<file path="config.mk">
export PLATFORM = sky130hd
export DESIGN_NAME = eoc_top
export DESIGN_NICKNAME = d
export VERILOG_FILES = /design/src/hw/eoc_pkg.sv /design/src/hw/eoc_sync2.sv /design/src/hw/eoc_top.sv
export SDC_FILE = /design/constraint.sdc
export NUM_CORES = 1
export LEC_CHECK = 0
export BUFFER_PORTS_ARGS = -buffer_cell sky130_fd_sc_hd__buf_2
export CAP_MARGIN = 20
export CORE_AREA = 2 2 145 90
export CTS_BUF_LIST = sky130_fd_sc_hd__clkbuf_8
export DETAILED_ROUTE_END_ITERATION = 16
export DIE_AREA = 0 0 147 92
export GPL_TIMING_DRIVEN = 0
export PLACE_DENSITY_LB_ADDON = 0.2
export SLEW_MARGIN = 20
export SYNTH_ARGS = -nofsm -noshare
export SYNTH_HDL_FRONTEND = slang
export SYNTH_SLANG_ARGS = --single-unit
</file>
<file path="constraint.sdc">
create_clock -name CLK -period 3.95 [get_ports CLK]
set_input_delay 0.79 -clock CLK [delete_from_list [all_inputs] [get_ports CLK]]
set_output_delay 0.79 -clock CLK [all_outputs]
set_load 0.005 [all_outputs]
</file>
<file path="src/hw/eoc_pkg.sv">
// Constants shared by the external oscillator control block
//
// Functional notes
// - Oscillator control writes land only with write protect off and PLL clock select set.
// - Each accepted oscillator control write clears the oscillator stable flag, and the PLL lock flag unless a new lock arrives in the same cycle.
// - Bit 7 is the external oscillator enable: one starts the oscillator, zero stops it.
// - With the enable at zero the PLL reference comes from the internal RC clock.
// - Enable at one runs the clock monitor; PLL reference is oscillator clock over the divider.
// - Once the enabled oscillator has first been stable, loss of oscillation raises a clock monitor reset; loss during startup does not.
// - Stable flag sets once oscillation is steady; only then may bus, watchdog or timer use it.
// - Bit 5 is a read-only pin reservation flag, set while enable is one, cleared only by reset.
// - While reserved, both crystal pins serve the oscillator alone, withheld from other uses.
package eoc_pkg;

  // ************************************************************
  // Register indices and byte addresses
  // ************************************************************
  localparam logic [9:0]  OSC_CTRL_IDX  = 10'h2FA;
  localparam logic [9:0]  CLK_CTRL_IDX  = 10'h2F0;
  localparam logic [9:0]  CLK_FLAG_IDX  = 10'h2F1;
  localparam logic [9:0]  IRQ_STAT_IDX  = 10'h2F2;
  localparam logic [9:0]  IRQ_MASK_IDX  = 10'h2F3;
  localparam logic [11:0] OSC_CTRL_ADDR = {OSC_CTRL_IDX, 2'h0};
  localparam logic [11:0] CLK_CTRL_ADDR = {CLK_CTRL_IDX, 2'h0};
  localparam logic [11:0] CLK_FLAG_ADDR = {CLK_FLAG_IDX, 2'h0};
  localparam logic [11:0] IRQ_STAT_ADDR = {IRQ_STAT_IDX, 2'h0};
  localparam logic [11:0] IRQ_MASK_ADDR = {IRQ_MASK_IDX, 2'h0};

  // ************************************************************
  // Field positions
  // ************************************************************
  localparam int OSC_EN_BIT  = 7;
  localparam int RSV_HI_BIT  = 6;
  localparam int PINS_BIT    = 5;
  localparam int GUARD_BIT   = 0;
  localparam int PLL_SEL_BIT = 1;
  localparam int BUSEXT_BIT  = 2;
  localparam int WDOGEXT_BIT = 3;
  localparam int PITEXT_BIT  = 4;
  localparam int REF_DIV_LSB = 8;
  localparam int CTRL_W      = 12;
  localparam int EVT_W       = 3;

  // ************************************************************
  // Reset values
  // ************************************************************
  localparam logic [CTRL_W-1:0] CLK_CTRL_RST = 12'h002;
  localparam logic [5:0]        OSC_RSV_RST  = 6'h00;
  localparam logic [EVT_W-1:0]  IRQ_MASK_RST = 3'h0;

  // ************************************************************
  // Timing
  // ************************************************************
  localparam int          CLK_PERIOD_NS  = 40;
  localparam int          OSC_STARTUP_NS = 100000;
  localparam logic [11:0] STARTUP_CYC    =
    12'((OSC_STARTUP_NS + CLK_PERIOD_NS - 1) / CLK_PERIOD_NS);

endpackage

</file>
<file path="src/hw/eoc_sync2.sv">
// Two flip-flop synchroniser for levels entering the bus clock domain
`timescale 1ns/100ps
module eoc_sync2 #(
  parameter int W = 1
) (
  input  wire logic         clk,
  input  wire logic         rst_n,
  input  wire logic [W-1:0] d,
  output logic      [W-1:0] q
);

  logic [W-1:0] meta_reg;
  logic [W-1:0] sync_reg;

  // First stage is read by the second stage only
  always_ff @(posedge clk) begin
    if (!rst_n) begin
      meta_reg <= '0;
      sync_reg <= '0;
    end else begin
      meta_reg <= d;
      sync_reg <= meta_reg;
    end
  end

  assign q = sync_reg;

endmodule

</file>
<file path="src/hw/eoc_top.sv">
// External oscillator control with APB register access
//
// Design decision made here: the APB register port.
`timescale 1ns/100ps
module eoc_top
  import eoc_pkg::*;
(
  input  wire logic        CLK,
  input  wire logic        RST_N,
  input  wire logic        PSEL,
  input  wire logic        PENABLE,
  input  wire logic        PWRITE,
  input  wire logic [11:0] PADDR,
  input  wire logic [31:0] PWDATA,
  output logic      [31:0] PRDATA,
  output logic             PREADY,
  output logic             PSLVERR,
  input  wire logic        OSC_ACTIVE,
  input  wire logic        PLL_LOCKED,
  input  wire logic        CRYSTAL_IN_PIN_I,
  output logic             CRYSTAL_IN_PIN_O,
  output logic             CRYSTAL_IN_PIN_OE,
  input  wire logic        CRYSTAL_OUT_PIN_I,
  output logic             CRYSTAL_OUT_PIN_O,
  output logic             CRYSTAL_OUT_PIN_OE,
  input  wire logic        GPIO_XIN_O,
  input  wire logic        GPIO_XIN_OE,
  output logic             GPIO_XIN_I,
  input  wire logic        GPIO_XOUT_O,
  input  wire logic        GPIO_XOUT_OE,
  output logic             GPIO_XOUT_I,
  output logic             OSC_EN,
  output logic             PLL_REF_SEL_EXT,
  output logic      [3:0]  REF_DIV,
  output logic      [5:0]  PLL_TRIM,
  output logic             CLKMON_EN,
  output logic             CLKMON_RESET,
  output logic             PINS_RESERVED,
  output logic             BUS_CLK_SEL_EXT,
  output logic             WDOG_SRC_EXT,
  output logic             PIT_SRC_EXT,
  output logic             IRQ
);

  // ************************************************************
  // Declarations
  // ************************************************************
  logic [3:0]        sync_q;
  logic              active_s;
  logic              lock_s;
  logic              xin_s;
  logic              xout_s;
  logic              setup_ph;
  logic              access_ph;
  logic              bus_wr;
  logic              rd_setup;
  logic              hit_osc;
  logic              hit_clk;
  logic              hit_flag;
  logic              hit_stat;
  logic              hit_mask;
  logic              hit_any;
  logic              osc_wr_req;
  logic              osc_wr_ok;
  logic              clk_wr;
  logic              guard_on;
  logic [7:0]        osc_rd;
  logic [31:0]       rd_mux;
  logic              en_reg;
  logic              en_next;
  logic [5:0]        rsv_reg;
  logic [5:0]        rsv_next;
  logic              pins_reg;
  logic              pins_next;
  logic [CTRL_W-1:0] clk_ctrl_reg;
  logic [CTRL_W-1:0] clk_ctrl_next;
  logic [11:0]       cnt_reg;
  logic [11:0]       cnt_next;
  logic              stable_reg;
  logic              stable_next;
  logic              stable_rise;
  logic              armed_reg;
  logic              armed_next;
  logic              loss;
  logic              cmr_reg;
  logic              lock_d_reg;
  logic              lock_rise;
  logic              lock_reg;
  logic              lock_next;
  logic [EVT_W-1:0]  events;
  logic [EVT_W-1:0]  stat_reg;
  logic [EVT_W-1:0]  stat_next;
  logic [EVT_W-1:0]  stat_w1c;
  logic [EVT_W-1:0]  mask_reg;
  logic [EVT_W-1:0]  mask_next;
  logic [31:0]       prdata_reg;
  logic [31:0]       prdata_next;

  // ************************************************************
  // Input synchronisation
  // ************************************************************
  // Oscillator cell and PLL report from analog domains
  eoc_sync2 #(
    .W (4)
  ) u_sync (
    .clk   (CLK),
    .rst_n (RST_N),
    .d     ({OSC_ACTIVE, PLL_LOCKED, CRYSTAL_IN_PIN_I, CRYSTAL_OUT_PIN_I}),
    .q     (sync_q)
  );

  assign active_s = sync_q[3];
  assign lock_s   = sync_q[2];
  assign xin_s    = sync_q[1];
  assign xout_s   = sync_q[0];

  // ************************************************************
  // APB decode
  // ************************************************************
  assign setup_ph   = PSEL & ~PENABLE;
  assign access_ph  = PSEL & PENABLE;
  assign bus_wr     = access_ph & PWRITE;
  assign rd_setup   = setup_ph & ~PWRITE;
  assign hit_osc    = (PADDR == OSC_CTRL_ADDR);
  assign hit_clk    = (PADDR == CLK_CTRL_ADDR);
  assign hit_flag   = (PADDR == CLK_FLAG_ADDR);
  assign hit_stat   = (PADDR == IRQ_STAT_ADDR);
  assign hit_mask   = (PADDR == IRQ_MASK_ADDR);
  assign hit_any    = hit_osc | hit_clk | hit_flag | hit_stat | hit_mask;
  assign PREADY     = 1'b1;
  assign PSLVERR    = access_ph & ~hit_any;
  assign guard_on   = clk_ctrl_reg[GUARD_BIT];
  assign osc_wr_req = bus_wr & hit_osc;
  assign osc_wr_ok  = osc_wr_req & ~guard_on & clk_ctrl_reg[PLL_SEL_BIT];
  assign clk_wr     = bus_wr & hit_clk;

  // ************************************************************
  // Read path
  // ************************************************************
  // Readable at any time, reserved bits as held
  assign osc_rd = {en_reg, rsv_reg[5], pins_reg, rsv_reg[4:0]};
  assign rd_mux = hit_osc  ? {24'h000000, osc_rd} :
                  hit_clk  ? {20'h00000, clk_ctrl_reg} :
                  hit_flag ? {29'h00000000, active_s, lock_reg, stable_reg} :
                  hit_stat ? {29'h00000000, stat_reg} :
                  hit_mask ? {29'h00000000, mask_reg} :
                  32'h00000000;
  // Sampled in setup so PRDATA comes straight from a flop
  assign prdata_next = rd_setup ? rd_mux : prdata_reg;
  assign PRDATA      = prdata_reg;

  // ************************************************************
  // Oscillator control register
  // ************************************************************
  assign en_next   = osc_wr_ok ? PWDATA[OSC_EN_BIT] : en_reg;
  // Reserved bits stored as written; software keeps them
  assign rsv_next  = osc_wr_ok ? {PWDATA[RSV_HI_BIT], PWDATA[4:0]} : rsv_reg;
  // Sticky until reset, no write path
  assign pins_next = pins_reg | en_reg;

  // Divider and source selects obey the protect bit
  always_comb begin
    clk_ctrl_next = clk_ctrl_reg;
    if (clk_wr) begin
      clk_ctrl_next[GUARD_BIT] = PWDATA[GUARD_BIT];
      if (!guard_on) begin
        clk_ctrl_next[CTRL_W-1:1] = PWDATA[CTRL_W-1:1];
      end
    end
  end

  // ************************************************************
  // Startup qualification and clock monitor
  // ************************************************************
  // Count restarts on any accepted write, so a stale stable never survives
  always_comb begin
    cnt_next = cnt_reg;
    if (osc_wr_ok || !en_reg || !active_s) begin
      cnt_next = 12'h000;
    end else if (cnt_reg != STARTUP_CYC) begin
      cnt_next = cnt_reg + 12'h001;
    end
  end

  assign stable_next = (cnt_next == STARTUP_CYC);
  assign stable_rise = stable_next & ~stable_reg;
  // Monitor armed only after first stable, so startup is not a loss
  assign loss        = en_reg & armed_reg & ~active_s;
  assign armed_next  = en_reg & ~loss & (armed_reg | stable_next);

  // ************************************************************
  // PLL lock flag
  // ************************************************************
  assign lock_rise = lock_s & ~lock_d_reg;
  // New lock beats a clearing write in the same cycle
  assign lock_next = lock_rise | (lock_reg & ~osc_wr_ok);

  // ************************************************************
  // Interrupt status and mask
  // ************************************************************
  assign events    = {loss, lock_rise, stable_rise};
  assign stat_w1c  = (bus_wr & hit_stat) ? PWDATA[EVT_W-1:0] : 3'h0;
  assign stat_next = (stat_reg & ~stat_w1c) | events;
  assign mask_next = (bus_wr & hit_mask) ? PWDATA[EVT_W-1:0] : mask_reg;
  assign IRQ       = |(stat_reg & mask_reg);

  // ************************************************************
  // Registers
  // ************************************************************
  always_ff @(posedge CLK) begin
    if (!RST_N) begin
      en_reg       <= 1'b0;
      rsv_reg      <= OSC_RSV_RST;
      pins_reg     <= 1'b0;
      clk_ctrl_reg <= CLK_CTRL_RST;
      prdata_reg   <= 32'h00000000;
    end else begin
      en_reg       <= en_next;
      rsv_reg      <= rsv_next;
      pins_reg     <= pins_next;
      clk_ctrl_reg <= clk_ctrl_next;
      prdata_reg   <= prdata_next;
    end
  end

  always_ff @(posedge CLK) begin
    if (!RST_N) begin
      cnt_reg    <= 12'h000;
      stable_reg <= 1'b0;
      armed_reg  <= 1'b0;
      cmr_reg    <= 1'b0;
    end else begin
      cnt_reg    <= cnt_next;
      stable_reg <= stable_next;
      armed_reg  <= armed_next;
      cmr_reg    <= loss;
    end
  end

  always_ff @(posedge CLK) begin
    if (!RST_N) begin
      lock_d_reg <= 1'b0;
      lock_reg   <= 1'b0;
      stat_reg   <= 3'h0;
      mask_reg   <= IRQ_MASK_RST;
    end else begin
      lock_d_reg <= lock_s;
      lock_reg   <= lock_next;
      stat_reg   <= stat_next;
      mask_reg   <= mask_next;
    end
  end

  // ************************************************************
  // Clock steering outputs
  // ************************************************************
  assign OSC_EN          = en_reg;
  assign PLL_TRIM        = rsv_reg;
  assign PLL_REF_SEL_EXT = en_reg;
  assign CLKMON_EN       = en_reg;
  assign REF_DIV         = clk_ctrl_reg[REF_DIV_LSB+3:REF_DIV_LSB];
  assign CLKMON_RESET    = cmr_reg;
  assign PINS_RESERVED   = pins_reg;
  // Requests wait for stable; a cleared flag drops the oscillator at once
  assign BUS_CLK_SEL_EXT = clk_ctrl_reg[BUSEXT_BIT] & stable_reg;
  assign WDOG_SRC_EXT    = clk_ctrl_reg[WDOGEXT_BIT] & stable_reg;
  assign PIT_SRC_EXT     = clk_ctrl_reg[PITEXT_BIT] & stable_reg;

  // ************************************************************
  // Crystal pin sharing
  // ************************************************************
  // Port logic loses both pins, output and input, until reset
  assign CRYSTAL_IN_PIN_O   = GPIO_XIN_O & ~pins_reg;
  assign CRYSTAL_IN_PIN_OE  = GPIO_XIN_OE & ~pins_reg;
  assign CRYSTAL_OUT_PIN_O  = GPIO_XOUT_O & ~pins_reg;
  assign CRYSTAL_OUT_PIN_OE = GPIO_XOUT_OE & ~pins_reg;
  assign GPIO_XIN_I         = xin_s & ~pins_reg;
  assign GPIO_XOUT_I        = xout_s & ~pins_reg;
endmodule

</file>
==> impl_results.html <==
<table>
<tr><th>Metric</th><th>Value</th></tr>
<tr><th colspan="2">Run status</th></tr>
<tr><td>Run status</td><td>completed</td></tr>
<tr><th colspan="2">Logic synthesis</th></tr>
<tr><td>Library cells used by synthesis</td><td>46</td></tr>
<tr><td>Library cell with the largest summed area after synthesis</td><td>sky130_fd_sc_hd__dfxtp_1</td></tr>
<tr><td>Compound-gate portion of the synthesized area</td><td>between 10% and 20%</td></tr>
<tr><td>Top cells by instance count after synthesis</td><td>sky130_fd_sc_hd__dfxtp_1 (63), sky130_fd_sc_hd__nand2_1 (46), sky130_fd_sc_hd__nor2_1 (31), sky130_fd_sc_hd__buf_4 (28), sky130_fd_sc_hd__a21boi_0 (19)</td></tr>
<tr><td>Dominant register cell in the synthesized netlist</td><td>sky130_fd_sc_hd__dfxtp_1</td></tr>
<tr><td>Simple-gate area share of the yosys netlist</td><td>28.8%</td></tr>
<tr><td>Dominant combinational cell family by area after synthesis</td><td>simple AND/OR/NAND/NOR gates</td></tr>
<tr><td>Post-synth EDFFs</td><td>0</td></tr>
<tr><td>Synthesized area per cell</td><td>~9 sq um</td></tr>
<tr><td>Cell area after synthesis</td><td>3000 sq um</td></tr>
<tr><td>Portion of the post-synthesis area used by sequential elements</td><td>a little over two fifths</td></tr>
<tr><td>Synth top area share</td><td>approximately 42%</td></tr>
<tr><td>Yosys warning count</td><td>0</td></tr>
<tr><td>Most repeated cell in the gate-level netlist after synthesis</td><td>sky130_fd_sc_hd__dfxtp_1</td></tr>
<tr><td>Largest cells by area after synthesis</td><td>sky130_fd_sc_hd__dfxtp_1 (42%), sky130_fd_sc_hd__buf_4 (7.0%), sky130_fd_sc_hd__nand2_1 (5.8%), sky130_fd_sc_hd__a21boi_0 (4.8%), sky130_fd_sc_hd__nor2_1 (3.9%)</td></tr>
<tr><td>Synthesized instance count</td><td>343</td></tr>
<tr><td>Asr flop ratio synth</td><td>0%</td></tr>
<tr><td>Proportion of synthesized area in mux cells</td><td>4.46%</td></tr>
<tr><td>Post-Synth XOR/XNOR Area</td><td>under 10%</td></tr>
<tr><td>Number of synthesized register bits</td><td>63</td></tr>
<tr><td>Arithmetic-cell share of the synthesized area counting full adders, half adders and majority gates</td><td>0.834%</td></tr>
<tr><th colspan="2">Clock network</th></tr>
<tr><td>Maximum buffer depth of the clock tree</td><td>2</td></tr>
<tr><td>Clock tree from TritonCTS</td><td>done</td></tr>
<tr><td>CTS Buf Count</td><td>9</td></tr>
<tr><td>Count of instances resized after the clock tree is built</td><td>0</td></tr>
<tr><td>Clock input transition at the sequential cells of the worst setup and hold paths</td><td>0.07 ns</td></tr>
<tr><td>Clock sink total</td><td>63</td></tr>
<tr><td>Clock latency on the worst-skew pair</td><td>0.36 ns</td></tr>
<tr><td>Clock root buffer master</td><td>sky130_fd_sc_hd__clkbuf_8</td></tr>
<tr><td>H-tree Lvls</td><td>3</td></tr>
<tr><td>Number of buffers inserted by hold repair at cts</td><td>0</td></tr>
<tr><td>Setup bufs post-CTS</td><td>0</td></tr>
<tr><th colspan="2">Finish</th></tr>
<tr><td>Area overhead of the layout relative to synthesis</td><td>29.1%</td></tr>
<tr><td>Final nets</td><td>505</td></tr>
<tr><td>Final instance area</td><td>slightly below 4000 sq um</td></tr>
<tr><td>Fraction of final layout cells with drive strength greater than 1</td><td>30.2%</td></tr>
<tr><td>Layout filler cell count</td><td>1,316</td></tr>
<tr><td>Final antenna diode count</td><td>0</td></tr>
<tr><th colspan="2">Place</th></tr>
<tr><td>Cell area after placement</td><td>~3700 sq um</td></tr>
<tr><td>Detailed-placement wirelength estimate</td><td>~6500 microns</td></tr>
<tr><td>Final Wtd Congestion</td><td>0.839</td></tr>
<tr><td>Port Buf Inserts</td><td>73</td></tr>
<tr><th colspan="2">Critical path</th></tr>
<tr><td>Critical path arrival</td><td>between 2 and 2.5 ns</td></tr>
<tr><td>Cell-by-cell trace of the critical path</td><td>buf_2 -&gt; nand4b_1 -&gt; or2_2 -&gt; nor2_1 -&gt; nor3_1 -&gt; buf_2</td></tr>
<tr><td>CP Max Fanout</td><td>6</td></tr>
<tr><td>Largest delay share family, worst path</td><td>simple AND/OR/NAND/NOR gates</td></tr>
<tr><td>Worst Reg-to-Reg Cells</td><td>8</td></tr>
<tr><td>Cell repeated most along the worst path</td><td>sky130_fd_sc_hd__buf_2</td></tr>
<tr><td>Crit path launch type</td><td>input pin</td></tr>
<tr><td>Critical Path End Type</td><td>output port</td></tr>
<tr><td>Stage delay of the slowest cell on the critical path</td><td>about 0.43 ns</td></tr>
<tr><td>Data required time of the worst path</td><td>between 3 and 4 ns</td></tr>
<tr><td>Worst Path Buf+Inv</td><td>2</td></tr>
<tr><td>Stages on worst setup path</td><td>6</td></tr>
<tr><td>Standard cell with the maximum stage delay on the critical path</td><td>sky130_fd_sc_hd__nor2_1</td></tr>
<tr><td>Critical setup path kind</td><td>in -&gt; out</td></tr>
<tr><th colspan="2">STA</th></tr>
<tr><td>Final-report hold violation count</td><td>0</td></tr>
<tr><td>Summed negative setup slack over all endpoints</td><td>0 ns</td></tr>
<tr><td>Ratio of final minimum period to clock period</td><td>76.4%</td></tr>
<tr><td>Maximum clock rate</td><td>about 0.33 GHz</td></tr>
<tr><td>Unrepaired setup endpoints after global routing</td><td>false</td></tr>
<tr><td>Final clock skew</td><td>0.00647 ns</td></tr>
<tr><td>Worst slew slack as a fraction of its limit</td><td>about 31%</td></tr>
<tr><td>Transition time at the pin with the least slew margin</td><td>1.03 ns</td></tr>
<tr><td>Total count of max-transition violations in the final report</td><td>0</td></tr>
<tr><td>Setup violation total in the final timing report</td><td>0</td></tr>
<tr><td>Min Tclk post-route</td><td>just over 3 ns</td></tr>
<tr><th colspan="2">Die</th></tr>
<tr><td>Die Area</td><td>~14,000 sq um</td></tr>
<tr><td>Overall die width</td><td>147 microns</td></tr>
<tr><td>Initial Util</td><td>about a quarter</td></tr>
<tr><td>Std-Cell Rows</td><td>32</td></tr>
<tr><td>Die Y</td><td>92 microns</td></tr>
<tr><td>Standard cell core area</td><td>roughly 12,000 sq um</td></tr>
<tr><td>Number of top-level pins</td><td>around 120</td></tr>
<tr><th colspan="2">Power</th></tr>
<tr><td>Sw Share</td><td>23.2%</td></tr>
<tr><td>Int Power</td><td>0.00104 W</td></tr>
<tr><td>Net switching power of the design</td><td>0.000316 W</td></tr>
<tr><td>Relative contribution of sequential cells to total power</td><td>47.4%</td></tr>
<tr><td>Power density normalized to cell area</td><td>351 nW/um^2</td></tr>
<tr><td>Logic pwr share</td><td>6.7%</td></tr>
<tr><td>Static Leak</td><td>1.57 nW</td></tr>
<tr><td>Clock share of power</td><td>45.8%</td></tr>
<tr><td>Peak supply drop</td><td>116 uV</td></tr>
<tr><th colspan="2">Routing</th></tr>
<tr><td>Overall routed net length</td><td>8410 microns</td></tr>
<tr><td>First drt pass iteration count</td><td>4</td></tr>
<tr><td>Vias per cell</td><td>around 4.2</td></tr>
<tr><td>Final antenna-violating net count</td><td>0</td></tr>
<tr><td>Routed wire length per instance</td><td>13.5 microns</td></tr>
<tr><td>DRC</td><td>0</td></tr>
<tr><td>Total via count in the routed design</td><td>2,633</td></tr>
<tr><td>DRC marker count from the first detailed-route iteration</td><td>roughly 130</td></tr>
<tr><th colspan="2">Global routing</th></tr>
<tr><td>Vias in the first global route</td><td>roughly 2,500</td></tr>
<tr><td>Gr ovfl total</td><td>0</td></tr>
<tr><td>Pin count of the biggest net entering global routing</td><td>13</td></tr>
<tr><td>Wire length of the first global-routing pass</td><td>~13,000 microns</td></tr>
<tr><td>Initial antenna violation count</td><td>0</td></tr>
<tr><td>Total routing resource utilization after global routing</td><td>~13%</td></tr>
<tr><th colspan="2">Hold path</th></tr>
<tr><td>Worst hold stages</td><td>1</td></tr>
<tr><td>Worst min-delay path class</td><td>reg -&gt; reg</td></tr>
<tr><th colspan="2">Job</th></tr>
<tr><td>Number of maximum-capacitance constraint violations</td><td>0</td></tr>
</table>
[area by class of cell]
class	count	area [sq um]	area share, %
Buffer	38	253	6.52
Clock buffer	9	124	3.20
Clock inverter	7	96.3	2.49
Inverter	4	15.0	0.387
Multi-Input combinational cell	257	1550	40.0
Sequential cell	63	1260	32.5
Tap cell	170	213	5.49
Timing Repair Buffer	73	365	9.43
[per-stage QoR]
| stage | hold WS [ns] | cells | utilization [%] | total power [W] | setup slack, ns |
|---|---|---|---|---|---|
| floorplan | 0.412 | 362 | - | 0.000711 | 1.48 |
| global placement | 0.420 | 605 | 29.4 | 0.000751 | 0.953 |
| detailed placement | 0.421 | 605 | 29.5 | 0.000752 | 0.918 |
| CTS | 0.441 | 621 | 31.2 | 0.00138 | 0.911 |
| global route | 0.459 | 621 | 31.2 | 0.00142 | 0.823 |
| finish | 0.437 | 621 | 31.2 | 0.00136 | 0.931 |
[logic make-up after synthesis]
logic type      Yosys count
mux                      13
buf+inv                  42
flops                    63
simple gates            161
other cells               2
compound gates           50
xor+xnor                 10
fa+ha+maj                 2
[cell usage in the layout, fill, tap and decap left out, types with 14 or more instances in the layout]
cell type,n
sky130_fd_sc_hd__buf_4,28
sky130_fd_sc_hd__nand3_1,16
sky130_fd_sc_hd__nand2_1,46
sky130_fd_sc_hd__and2_1,14
sky130_fd_sc_hd__conb_1,21
sky130_fd_sc_hd__buf_2,77
sky130_fd_sc_hd__a21boi_0,19
sky130_fd_sc_hd__nor2_1,31
sky130_fd_sc_hd__dfxtp_1,63
sky130_fd_sc_hd__nor2b_1,18
[power groups by stage]
stage	Combinational, W	Clock (W)	Sequential (W)
after floorplan	0.0000513	0	0.000659
after global placement	0.0000907	0	0.000660
after detailed placement	0.0000916	0	0.000660
after CTS	0.0000918	0.000642	0.000645
after global routing	0.000101	0.000671	0.000646
final	0.0000916	0.000624	0.000645
[worst paths after layout]
check / start / end / slack [ns]
worst max-delay path: PADDR[10] / PSLVERR / 0.93
worst min-delay path: u_sync.meta_reg[2] / u_sync.q[2] / 0.44
worst max register to register: cnt_reg[0] / stable_reg / 1.80
worst min register to register: u_sync.meta_reg[2] / u_sync.q[2] / 0.44
[per-layer routing]
metal  GRT usage [%]  vias to the layer above  wire [microns]  share of wire, %
met1            17.9                     1199            4160                49
met2            18.6                       89            3490                41
met5               0                        -               0                 0
met3            4.28                        9             653               7.8
met4            3.85                        0             104               1.2
li1                -                     1336               -                 -
Power figures use the tool's default switching activity.
